File: src/hw/i2cme_pkg.sv
// package for the i2c master byte engine: register map, fields, states
// assumes an apb slave with 12-bit byte addresses and 32-bit data
package i2cme_pkg;
  localparam int          ADDR_W       = 12;
  // register indices; byte address is four times the index
  localparam logic [7:0]  CTRL_IDX     = 8'he1;
  localparam logic [7:0]  DATA_IDX     = 8'he2;
  localparam logic [7:0]  STAT_IDX     = 8'hc0;
  localparam logic [7:0]  MASK_IDX     = 8'hc1;
  // control field positions
  localparam int          EN_BIT       = 7;
  localparam int          ACKO_BIT     = 6;
  localparam int          FLAG_BIT     = 5;
  localparam int          ACKI_BIT     = 4;
  localparam int          START_BIT    = 3;
  localparam int          STOP_BIT     = 2;
  localparam int          DIV_LSB      = 0;
  // reset values
  localparam logic [7:0]  CTRL_RST     = 8'h04;
  localparam logic [7:0]  DATA_RST     = 8'h00;
  localparam logic [1:0]  MASK_RST     = 2'h0;
  // interrupt status / mask layout
  localparam int          IRQ_W        = 2;
  localparam int          IRQ_DONE_BIT = 0;
  localparam int          IRQ_NACK_BIT = 1;
  // bit slots per byte: eight data bits then the acknowledge slot
  localparam logic [3:0]  ACK_SLOT     = 4'h8;
  typedef enum logic [2:0] {
    ST_IDLE,
    ST_START,
    ST_WAIT,
    ST_BIT,
    ST_STOP
  } i2cme_state_t;
endpackage : i2cme_pkg

File: src/hw/i2cme_top.sv
// i2c master byte engine: apb registers, scl divider, start/stop, shifting
// assumes open-drain pads outside (oe high pulls the line low) and
// apb inputs synchronous to clk; no clock stretching support
//
// How it works
// start bit issues START, opens transfer
// stop bit drives STOP, resets high
// divider code picks scl fsys/4..fsys/256
// eight-bit shift register, zero at reset
// data write while open sends byte
// data read while open receives next byte
// enable bit gates bus state machine and line drivers
// receive ack driven per ack-out bit
// byte done sets flag, write zero clears
// transmit captures slave ack into status
`timescale 1ns/1ps
module i2cme_top (
  input  wire logic                          clk,
  input  wire logic                          rst_n,
  input  wire logic                          psel,
  input  wire logic                          penable,
  input  wire logic                          pwrite,
  input  wire logic [i2cme_pkg::ADDR_W-1:0]  paddr,
  input  wire logic [31:0]                   pwdata,
  output logic      [31:0]                   prdata,
  output logic                               pready,
  output logic                               pslverr,
  input  wire logic                          scl_i,
  output logic                               scl_o,
  output logic                               scl_oe,
  input  wire logic                          sda_i,
  output logic                               sda_o,
  output logic                               sda_oe,
  output logic                               irq
);

  function automatic logic addr_hit(input logic [11:0] a,
                                    input logic [7:0]  idx);
    addr_hit = (a == {2'h0, idx, 2'h0});
  endfunction : addr_hit

  // quarter-period length in clk cycles: 1, 4, 16, 64
  function automatic logic [7:0] qlen(input logic [1:0] d);
    qlen = 8'(8'h01 << {d, 1'b0});
  endfunction : qlen

  // local names for the package states, which are not imported here
  localparam i2cme_pkg::i2cme_state_t ST_IDLE  = i2cme_pkg::ST_IDLE;
  localparam i2cme_pkg::i2cme_state_t ST_START = i2cme_pkg::ST_START;
  localparam i2cme_pkg::i2cme_state_t ST_WAIT  = i2cme_pkg::ST_WAIT;
  localparam i2cme_pkg::i2cme_state_t ST_BIT   = i2cme_pkg::ST_BIT;
  localparam i2cme_pkg::i2cme_state_t ST_STOP  = i2cme_pkg::ST_STOP;

  i2cme_pkg::i2cme_state_t st_r, st_nxt;
  logic [1:0]  phase_r, phase_nxt;
  logic [3:0]  bitc_r, bitc_nxt;
  logic [7:0]  cnt_r, cnt_nxt;
  logic        rx_r, rx_nxt;
  logic        scl_oe_r, scl_oe_nxt;
  logic        sda_oe_r, sda_oe_nxt;
  logic        en_r, en_nxt;
  logic        acko_r, acko_nxt;
  logic        flag_r, flag_nxt;
  logic        acki_r, acki_nxt;
  logic        start_r, start_nxt;
  logic        stop_r, stop_nxt;
  logic [1:0]  div_r, div_nxt;
  logic [7:0]  shift_r, shift_nxt;
  logic [1:0]  stat_r, stat_nxt;
  logic [1:0]  mask_r, mask_nxt;
  logic [31:0] prdata_r, prdata_nxt;
  logic        wr, rd, setup, hit_any, tick;
  logic [7:0]  ctrl_view;

  assign wr        = psel & penable & pwrite;
  assign rd        = psel & penable & ~pwrite;
  assign setup     = psel & ~penable;
  assign hit_any   = addr_hit(paddr, i2cme_pkg::CTRL_IDX) |
                     addr_hit(paddr, i2cme_pkg::DATA_IDX) |
                     addr_hit(paddr, i2cme_pkg::STAT_IDX) |
                     addr_hit(paddr, i2cme_pkg::MASK_IDX);
  assign tick      = (cnt_r == 8'h00);
  assign ctrl_view = {en_r, acko_r, flag_r, acki_r,
                      start_r, stop_r, div_r};

  // zero wait states: read data is captured in the setup cycle
  assign pready  = 1'b1;
  assign pslverr = psel & penable & ~hit_any;
  assign prdata  = prdata_r;
  assign scl_o   = 1'b0;
  assign sda_o   = 1'b0;
  assign scl_oe  = scl_oe_r;
  assign sda_oe  = sda_oe_r;
  assign irq     = |(stat_r & mask_r);

  always_comb begin
    st_nxt     = st_r;
    phase_nxt  = phase_r;
    bitc_nxt   = bitc_r;
    rx_nxt     = rx_r;
    scl_oe_nxt = scl_oe_r;
    sda_oe_nxt = sda_oe_r;
    en_nxt     = en_r;
    acko_nxt   = acko_r;
    flag_nxt   = flag_r;
    acki_nxt   = acki_r;
    start_nxt  = start_r;
    stop_nxt   = stop_r;
    div_nxt    = div_r;
    shift_nxt  = shift_r;
    stat_nxt   = stat_r;
    mask_nxt   = mask_r;
    prdata_nxt = prdata_r;
    // software side first, so hardware sets below win over clears
    if (wr && addr_hit(paddr, i2cme_pkg::CTRL_IDX)) begin
      en_nxt    = pwdata[i2cme_pkg::EN_BIT];
      acko_nxt  = pwdata[i2cme_pkg::ACKO_BIT];
      start_nxt = pwdata[i2cme_pkg::START_BIT];
      stop_nxt  = pwdata[i2cme_pkg::STOP_BIT];
      div_nxt   = pwdata[i2cme_pkg::DIV_LSB +: 2];
      if (!pwdata[i2cme_pkg::FLAG_BIT]) begin
        flag_nxt = 1'b0;
      end
    end
    if (wr && addr_hit(paddr, i2cme_pkg::MASK_IDX)) begin
      mask_nxt = pwdata[i2cme_pkg::IRQ_W-1:0];
    end
    if (rd && addr_hit(paddr, i2cme_pkg::STAT_IDX)) begin
      stat_nxt = '0;
    end
    if (wr && addr_hit(paddr, i2cme_pkg::DATA_IDX) && st_r != ST_BIT) begin
      shift_nxt = pwdata[7:0];
    end
    if (setup && !pwrite) begin
      prdata_nxt = 32'h0000_0000;
      if (addr_hit(paddr, i2cme_pkg::CTRL_IDX)) prdata_nxt[7:0] = ctrl_view;
      if (addr_hit(paddr, i2cme_pkg::DATA_IDX)) prdata_nxt[7:0] = shift_r;
      if (addr_hit(paddr, i2cme_pkg::STAT_IDX)) prdata_nxt[1:0] = stat_r;
      if (addr_hit(paddr, i2cme_pkg::MASK_IDX)) prdata_nxt[1:0] = mask_r;
    end
    // quarter-period timer only runs while the bus is being clocked
    if (st_r == ST_IDLE || st_r == ST_WAIT || tick) begin
      cnt_nxt = qlen(div_r) - 8'h01;
    end else begin
      cnt_nxt = cnt_r - 8'h01;
    end
    case (st_r)
      ST_IDLE: begin
        scl_oe_nxt = 1'b0;
        sda_oe_nxt = 1'b0;
        if (start_r) begin
          st_nxt    = ST_START;
          phase_nxt = 2'h2;
        end
      end
      ST_START: begin
        if (tick) begin
          phase_nxt = phase_r + 2'h1;
          case (phase_r)
            2'h0: sda_oe_nxt = 1'b0;
            2'h1: scl_oe_nxt = 1'b0;
            2'h2: sda_oe_nxt = 1'b1;
            default: begin
              scl_oe_nxt = 1'b1;
              st_nxt     = ST_WAIT;
              start_nxt  = 1'b0;
              stop_nxt   = 1'b0;
            end
          endcase
        end
      end
      ST_WAIT: begin
        phase_nxt = 2'h0;
        bitc_nxt  = 4'h0;
        if (wr && addr_hit(paddr, i2cme_pkg::DATA_IDX)) begin
          st_nxt = ST_BIT;
          rx_nxt = 1'b0;
        end else if (rd && addr_hit(paddr, i2cme_pkg::DATA_IDX)) begin
          st_nxt = ST_BIT;
          rx_nxt = 1'b1;
        end else if (start_r) begin
          st_nxt = ST_START;
        end else if (stop_r) begin
          st_nxt = ST_STOP;
        end
      end
      ST_BIT: begin
        if (tick) begin
          phase_nxt = phase_r + 2'h1;
          case (phase_r)
            2'h0: begin
              if (bitc_r == i2cme_pkg::ACK_SLOT) begin
                sda_oe_nxt = rx_r & ~acko_r;
              end else begin
                sda_oe_nxt = ~rx_r & ~shift_r[7];
              end
            end
            2'h1: scl_oe_nxt = 1'b0;
            2'h2: begin
              if (bitc_r != i2cme_pkg::ACK_SLOT) begin
                shift_nxt = {shift_r[6:0], sda_i};
              end else if (!rx_r) begin
                acki_nxt = sda_i;
                if (sda_i) stat_nxt[i2cme_pkg::IRQ_NACK_BIT] = 1'b1;
              end
            end
            default: begin
              scl_oe_nxt = 1'b1;
              bitc_nxt   = bitc_r + 4'h1;
              if (bitc_r == i2cme_pkg::ACK_SLOT) begin
                st_nxt   = ST_WAIT;
                flag_nxt = 1'b1;
                stat_nxt[i2cme_pkg::IRQ_DONE_BIT] = 1'b1;
              end
            end
          endcase
        end
      end
      ST_STOP: begin
        if (tick) begin
          phase_nxt = phase_r + 2'h1;
          case (phase_r)
            2'h0: sda_oe_nxt = 1'b1;
            2'h1: scl_oe_nxt = 1'b0;
            default: begin
              sda_oe_nxt = 1'b0;
              st_nxt     = ST_IDLE;
            end
          endcase
        end
      end
      default: st_nxt = ST_IDLE;
    endcase
    // disabled: release both lines and drop any open transfer
    if (!en_r) begin
      st_nxt     = ST_IDLE;
      scl_oe_nxt = 1'b0;
      sda_oe_nxt = 1'b0;
    end
  end

  always_ff @(posedge clk or negedge rst_n) begin
    if (!rst_n) begin
      st_r     <= ST_IDLE;
      phase_r  <= 2'h0;
      bitc_r   <= 4'h0;
      cnt_r    <= 8'h00;
      rx_r     <= 1'b0;
      scl_oe_r <= 1'b0;
      sda_oe_r <= 1'b0;
      en_r     <= i2cme_pkg::CTRL_RST[i2cme_pkg::EN_BIT];
      acko_r   <= i2cme_pkg::CTRL_RST[i2cme_pkg::ACKO_BIT];
      flag_r   <= i2cme_pkg::CTRL_RST[i2cme_pkg::FLAG_BIT];
      acki_r   <= i2cme_pkg::CTRL_RST[i2cme_pkg::ACKI_BIT];
      start_r  <= i2cme_pkg::CTRL_RST[i2cme_pkg::START_BIT];
      stop_r   <= i2cme_pkg::CTRL_RST[i2cme_pkg::STOP_BIT];
      div_r    <= i2cme_pkg::CTRL_RST[i2cme_pkg::DIV_LSB +: 2];
      shift_r  <= i2cme_pkg::DATA_RST;
      stat_r   <= '0;
      mask_r   <= i2cme_pkg::MASK_RST;
      prdata_r <= 32'h0000_0000;
    end else begin
      st_r     <= st_nxt;
      phase_r  <= phase_nxt;
      bitc_r   <= bitc_nxt;
      cnt_r    <= cnt_nxt;
      rx_r     <= rx_nxt;
      scl_oe_r <= scl_oe_nxt;
      sda_oe_r <= sda_oe_nxt;
      en_r     <= en_nxt;
      acko_r   <= acko_nxt;
      flag_r   <= flag_nxt;
      acki_r   <= acki_nxt;
      start_r  <= start_nxt;
      stop_r   <= stop_nxt;
      div_r    <= div_nxt;
      shift_r  <= shift_nxt;
      stat_r   <= stat_nxt;
      mask_r   <= mask_nxt;
      prdata_r <= prdata_nxt;
    end
  end

  logic data_wr, data_rd, q_end;
  assign data_wr = wr && addr_hit(paddr, i2cme_pkg::DATA_IDX);
  assign data_rd = rd && addr_hit(paddr, i2cme_pkg::DATA_IDX);
  assign q_end   = tick && en_r && !wr;
endmodule : i2cme_top

File: config.mk
export PLATFORM = sky130hd
export DESIGN_NAME = i2cme_top
export DESIGN_NICKNAME = d
export VERILOG_FILES = /design/src/hw/i2cme_pkg.sv /design/src/hw/i2cme_top.sv
export SDC_FILE = /design/constraint.sdc
export NUM_CORES = 1
export LEC_CHECK = 0
export BUFFER_PORTS_ARGS = -buffer_cell sky130_fd_sc_hd__buf_2
export CELL_PAD_IN_SITES_DETAIL_PLACEMENT = 0
export CELL_PAD_IN_SITES_GLOBAL_PLACEMENT = 1
export CORE_MARGIN = 10
export CORE_UTILIZATION = 35
export DETAILED_ROUTE_END_ITERATION = 6
export PLACE_DENSITY = 0.78
export SLEW_MARGIN = 20
export SYNTH_ARGS = -nofsm -noshare
export SYNTH_HDL_FRONTEND = slang
export SYNTH_SLANG_ARGS = --single-unit
File: constraint.sdc
create_clock -name clk -period 2.9 [get_ports clk]
set_input_delay 0.58 -clock clk [delete_from_list [all_inputs] [get_ports clk]]
set_output_delay 0.58 -clock clk [all_outputs]
set_load 0.05 [all_outputs]
==> results.toml, run 1 <==
[setup_path]
worstPathRequired_ns = 2.32
arrival_ns = 1.91
cp-end-kind = "primary output"
cp-start-kind = "input port"
cp-endpoint = "pslverr"
reg2reg_from = "cnt_r[5]"
r2r-end = "cnt_r[4]"
crit_start = "paddr[5]"
cp_max_fo = 3
criticalPathCategory = "input port to primary output"
rr_worst_depth = 8
regToRegSetupSlack_ns = 0.78

[logic_synthesis]
synthArstFlopShare_pct = 100
ys_ff_latch = 48
postSynthAreaPerCell_um2 = 9.07
yosys_warnings = 0
yosysUniqueCellTypes = 71
syn_area_um2 = 3290
synth-main-ff-cell = "dfrtp_1"
ys_seq_area_share_pct = 36.5
synth_edf_count = 0
synthesis.instances = 363

[detailed_routing]
wl_um = 8730
drtPass1Iterations = 6
antenna_left = 0
num_vias = 2806
drt-met1-wl_um = 3860
avgViaCountPerCell = 5.58
met3_wirelength_um = 494
post-route-drc-count = 0
routed.top_layer = "met4"
drtIter0Drc = 249
drt-wirelength-per-cell_um = 17.3
wl_met2_um = 4250

[power]
vdd_drop_max_mv = 0.143
p_leak_nw = 1.62
power_density_nw_per_um2 = 385

[placed_design]
dpl_cell_area_um2 = 3470
dpl.hpwl_um = 6520
gp_congestion = 0.893
placedCellCount = 495
io_buffer_count = 37

[floorplanning]
die-area_um2 = 13700
fp.dieH_um = 117
die_w_um = 117
ios = 90
core_area_um2 = 9200
initial_core_util_pct = 35.8
rows = 35

[sta]
max_freq_mhz = 401
setup-tns-final_ns = 0
rsz0062_at_grt = "false"
hold_viol = 0
clock_skew_ns = 0.0128
period_needed_ns = 2.49
tightestPinTransition_ns = 0.757
min_period_over_period_pct = 86.0
slew_headroom_pct = 49.6
setup_violations = 0
finalMaxSlewViolations = 0

[flow_run]
cap_viol_max_count = 0

[grt]
grt_max_degree = 30
grtUsageTotal_pct = 12.8
grt-ovfl-total = 0
grt_pass1_vias = 2683
grt_first_pass_wirelength_um = 14100
grt_antenna_before_repair = 0

[final_layout]
stdcell_count = 503
layout-drive-gt1-share_pct = 17.9
finalCoreUtilization_pct = 39.0
area_growth_pct = 9.05
stdcell_area_um2 = 3590
diodes = 0
final_nets = 449

[clock_network]
cts_setup_buffers = 0
cts-root-buf = "clkbuf_8"
ctsHoldBuffers = 0
clock_path_buffers = 2
path_clk_slew_ns = 0.10
cts_resized = 0
cts_max_level = 2
clock_latency_ns = 0.31
clkSinkCount = 48
cts_made_buffers = 5
cts_tree = "yes"

[run_status]
status = "completed"

[min_path]
hold_path.class = "input port to async pin"
[cells by family (layout without fill, tap and decap cells)]
family / Yosys count / count (layout) / share of synthesized area [%]
fa+ha+maj: 7 / 7 / 2.66
flops: 48 / 48 / 36.5
other cells: 2 / 27 / 0.228
compound gates: 98 / 98 / 20.1
simple gates: 128 / 128 / 24.0
buf+inv: 61 / 65 / 10.6
mux: 12 / 12 / 4.03
xor+xnor: 7 / 7 / 1.86
[synth_stat cells, drive strengths merged, types with 8 or more instances]
cell     n  area share [%]
o21ai   17             2.6
nand2   27             3.1
o31ai    9             2.2
nor3    12             1.8
dfrtp   47              36
clkbuf  15             1.7
inv     11             1.3
a32oi    8             2.1
a21oi   28             4.3
mux2    10             3.4
nand3   10             1.5
nor2    23             2.9
buf     35             7.7
[layout make-up]
type	count	area [um^2]
clock buffers	6	82.6
flip-flops and latches	48	1200
well taps	111	139
clock inverters	2	38.8
repair buffers	46	253
fillers	960	5610
inverters	11	41.3
multi-input cells	279	1830
[state kept, by name (all words and copies together) (netlist names)]
name,flops
sda_oe,1
bitc_r,4
stop_r,1
mask_r,2
cnt_r,8
stat_r,2
prdata,8
en_r,1
scl_oe,1
flag_r,1
acki_r,1
phase_r,2
rx_r,1
start_r,1
shift_r,8
st_r,3
div_r,2
acko_r,1
[power breakdown]
group / internal [mW] / switching (mW)
sequential: 0.673 / 0.00376
clock: 0.282 / 0.240
combinational: 0.0350 / 0.149
total: 0.990 / 0.393
[stage by stage]
| step | hold WS [ns] | worst slack (ns) | power (mW) |
|---|---|---|---|
| floorplan | 0.284 | 0.436 | 0.847 |
| CTS | 0.179 | 0.412 | 1.40 |
| global route | 0.188 | 0.371 | 1.44 |
| finish | 0.176 | 0.406 | 1.38 |
| global placement | 0.455 | 0.421 | 0.872 |
| detailed placement | 0.461 | 0.420 | 0.873 |
[how the worst min path moves through the flow]
stage          slack (ns)  depth (start not counted)         end
3_5_place_dp         0.46                          2   prdata[3]
6_report             0.18                          1  shift_r[4]
4_1_cts              0.18                          1  shift_r[4]
3_3_place_gp         0.45                          2   prdata[5]
2_1_floorplan        0.28                          0      acki_r
5_1_grt              0.19                          1  shift_r[4]
[cell usage in the layout (no fill, tap or decap), types with 4 or more instances in the layout]
master	n
nand4_1	5
nand2_1	27
a32oi_1	8
nand3b_1	7
a21oi_1	28
buf_2	37
and3b_1	4
a211oi_1	5
nor4_4	4
mux2_1	8
dfrtp_1	47
a22oi_1	7
nand3_1	10
nor3_1	12
ha_1	7
o21ai_1	14
xor2_1	4
inv_1	10
nor2_1	22
buf_4	9
or3_1	5
clkbuf_8	6
o31ai_1	8
conb_1	27
or4_1	4
[worst max-delay path: stages]
cell and delay [ns]:
buf_2 0.10, or3_4 0.41, or3_1 0.40, o21ba_1 0.21, buf_2 0.21
[layer usage]
metal  vias to the layer above  global-route usage [%]
met2                        84                    20.7
li1                       1337                       -
met3                        10                    2.04
met5                         -                       0
met1                      1375                    17.1
met4                         0                    4.37
(Power assumes the default switching activity.)
==> run 2: changes to the inputs <==
--- a/config.mk
+++ b/config.mk
@@ -11,7 +11,7 @@
 export CORE_MARGIN = 10
 export CORE_UTILIZATION = 35
 export DETAILED_ROUTE_END_ITERATION = 6
-export PLACE_DENSITY = 0.78
+export PLACE_DENSITY = 0.81
 export SLEW_MARGIN = 20
 export SYNTH_ARGS = -nofsm -noshare
 export SYNTH_HDL_FRONTEND = slang
==> constraint.sdc (replaced) <==
create_clock -name clk -period 2.05 [get_ports clk]
set_input_delay 0.41 -clock clk [delete_from_list [all_inputs] [get_ports clk]]
set_output_delay 0.41 -clock clk [all_outputs]
set_load 0.05 [all_outputs]
==> run 2 against run 1 <==
Final area up 5.6%; first-iteration DRC count fell by 5.6%; core utilization increased by 2.2 points; cell count grew 3.4%; flip-flop and latch count is the same; die area is the same; via count is 1.9% higher.
==> results.toml, run 2 (same netlist as run 1, synthesis figures left out) <==
[setup_path]
cp-end-kind = "primary output"
reg2reg_from = "cnt_r[4]"
worstPathRequired_ns = 1.64
rr_worst_depth = 5
r2r-end = "bitc_r[0]"
cp_common_cell = "or3_4"
cp_cell_sequence = "buf_2 > or3_4 > or3_4 > o21ba_4 > buf_8"
crit_slowest_cell = "or3_4"
cp_max_fo = 3
regToRegSetupSlack_ns = 0.12
cp.buffers_inverters = 2
crit_family = "simple AND/OR/NAND/NOR gates"
cp-start-kind = "input port"
arrival_ns = 1.60
cp_slowest_stage_delay_ns = 0.39
criticalPathCategory = "input port to primary output"

[final_layout]
stdcell_count = 520
finalCoreUtilization_pct = 41.2
stdcell_area_um2 = 3790
final_nets = 466
diodes = 0
layout-drive-gt1-share_pct = 23.2
layout_common_cells = "dfrtp_1, buf_2, nand2_1, conb_1, a21oi_1"
layout_commonest_cell = "dfrtp_1"
area_growth_pct = 15.2

[floorplanning]
core_area_um2 = 9200
initial_core_util_pct = 35.8
rows = 35
ios = 90
die-area_um2 = 13700
die_w_um = 117
fp.dieH_um = 117

[power]
p_switching_mw = 0.565
vdd_drop_max_mv = 0.270
p_leak_nw = 1.72
pwr-share-seq_pct = 47.6
power_frac_comb_pct = 13.7
power_density_nw_per_um2 = 530
swShare_pct = 28.1
total_power_mw = 2.01
p_int_mw = 1.44
p_clk_share_pct = 38.7

[clock_network]
clkSinkCount = 48
clock_path_buffers = 2
ctsHoldBuffers = 0
path_clk_slew_ns = 0.09
cts_tree = "yes"
cts-root-buf = "clkbuf_8"
cts_made_buffers = 5
clock_latency_ns = 0.31
cts_max_level = 2

[detailed_routing]
antenna_left = 0
drt-wirelength-per-cell_um = 17.1
avgViaCountPerCell = 5.50
post-route-drc-count = 0
drtPass1Iterations = 4
num_vias = 2858
wl_um = 8870
drtIter0Drc = 235

[placed_design]
dpl_cell_area_um2 = 3620
io_buffer_count = 37
gp_congestion = 0.822
dpl.hpwl_um = 6690
placedCellCount = 512
post-place-ws_ns = -0.0819

[grt]
grt_antenna_before_repair = 0
grt_pass1_vias = 2814
grt_max_degree = 28
grt-ovfl-total = 0
grt_first_pass_wirelength_um = 14300
grtUsageTotal_pct = 13.0

[sta]
slew_headroom_pct = 56.2
min_period_over_period_pct = 98.2
hold_viol = 0
max_freq_mhz = 497
setup-tns-final_ns = 0
period_needed_ns = 2.01
clock_skew_ns = 0.00560
finalMaxSlewViolations = 0
setup_violations = 0
holdWs_ns = 0.0849
tightestPinTransition_ns = 0.657
layout_setup_ws_ns = 0.0378
rsz0062_at_grt = "true"

[run_status]
status = "completed"

[flow_run]
cap_viol_max_count = 0

[min_path]
hold_path.class = "input port to async pin"
run 2: worst max-delay path by stage:
stage / startpoint / end / cells past startpoint
after floorplan: cnt_r[6] / cnt_r[4] / 10
after global placement: paddr[5] / pslverr / 5
after detailed placement: paddr[5] / acko_r / 5
after CTS: cnt_r[3] / cnt_r[6] / 8
after global routing: cnt_r[7] / cnt_r[4] / 8
final: paddr[5] / pslverr / 5
run 2: layout make-up:
| type | instances | area (um^2) |
|---|---|---|
| fillers | 921 | 5410 |
| well taps | 111 | 139 |
| clock buffers | 7 | 96.3 |
| flip-flops and latches | 48 | 1200 |
| clock inverters | 1 | 30.0 |
| multi-input cells | 279 | 1880 |
| inverters | 11 | 41.3 |
| repair buffers | 63 | 403 |
run 2: timing repair:
item	CTS	global route
resized for setup	4	5
endpoints found under the setup margin	1	8
buffers inserted	0	0
pin swaps	1	1
run 2: routing by layer:
layer  wire (um)  share of wire (%)  GRT usage [%]
met3         521                5.9           2.70
met4         119                1.3           3.79
met5           0                  0              0
met1        3990                 45           16.2
met2        4240                 48           22.0
run 2: power groups by stage:
stage / sequential, mW / combinational (mW) / clock (mW)
floorplan: 0.986 / 0.214 / 0
global placement: 0.975 / 0.271 / 0
detailed placement: 0.975 / 0.272 / 0
CTS: 0.957 / 0.275 / 0.787
global route: 0.958 / 0.295 / 0.832
finish: 0.957 / 0.276 / 0.777
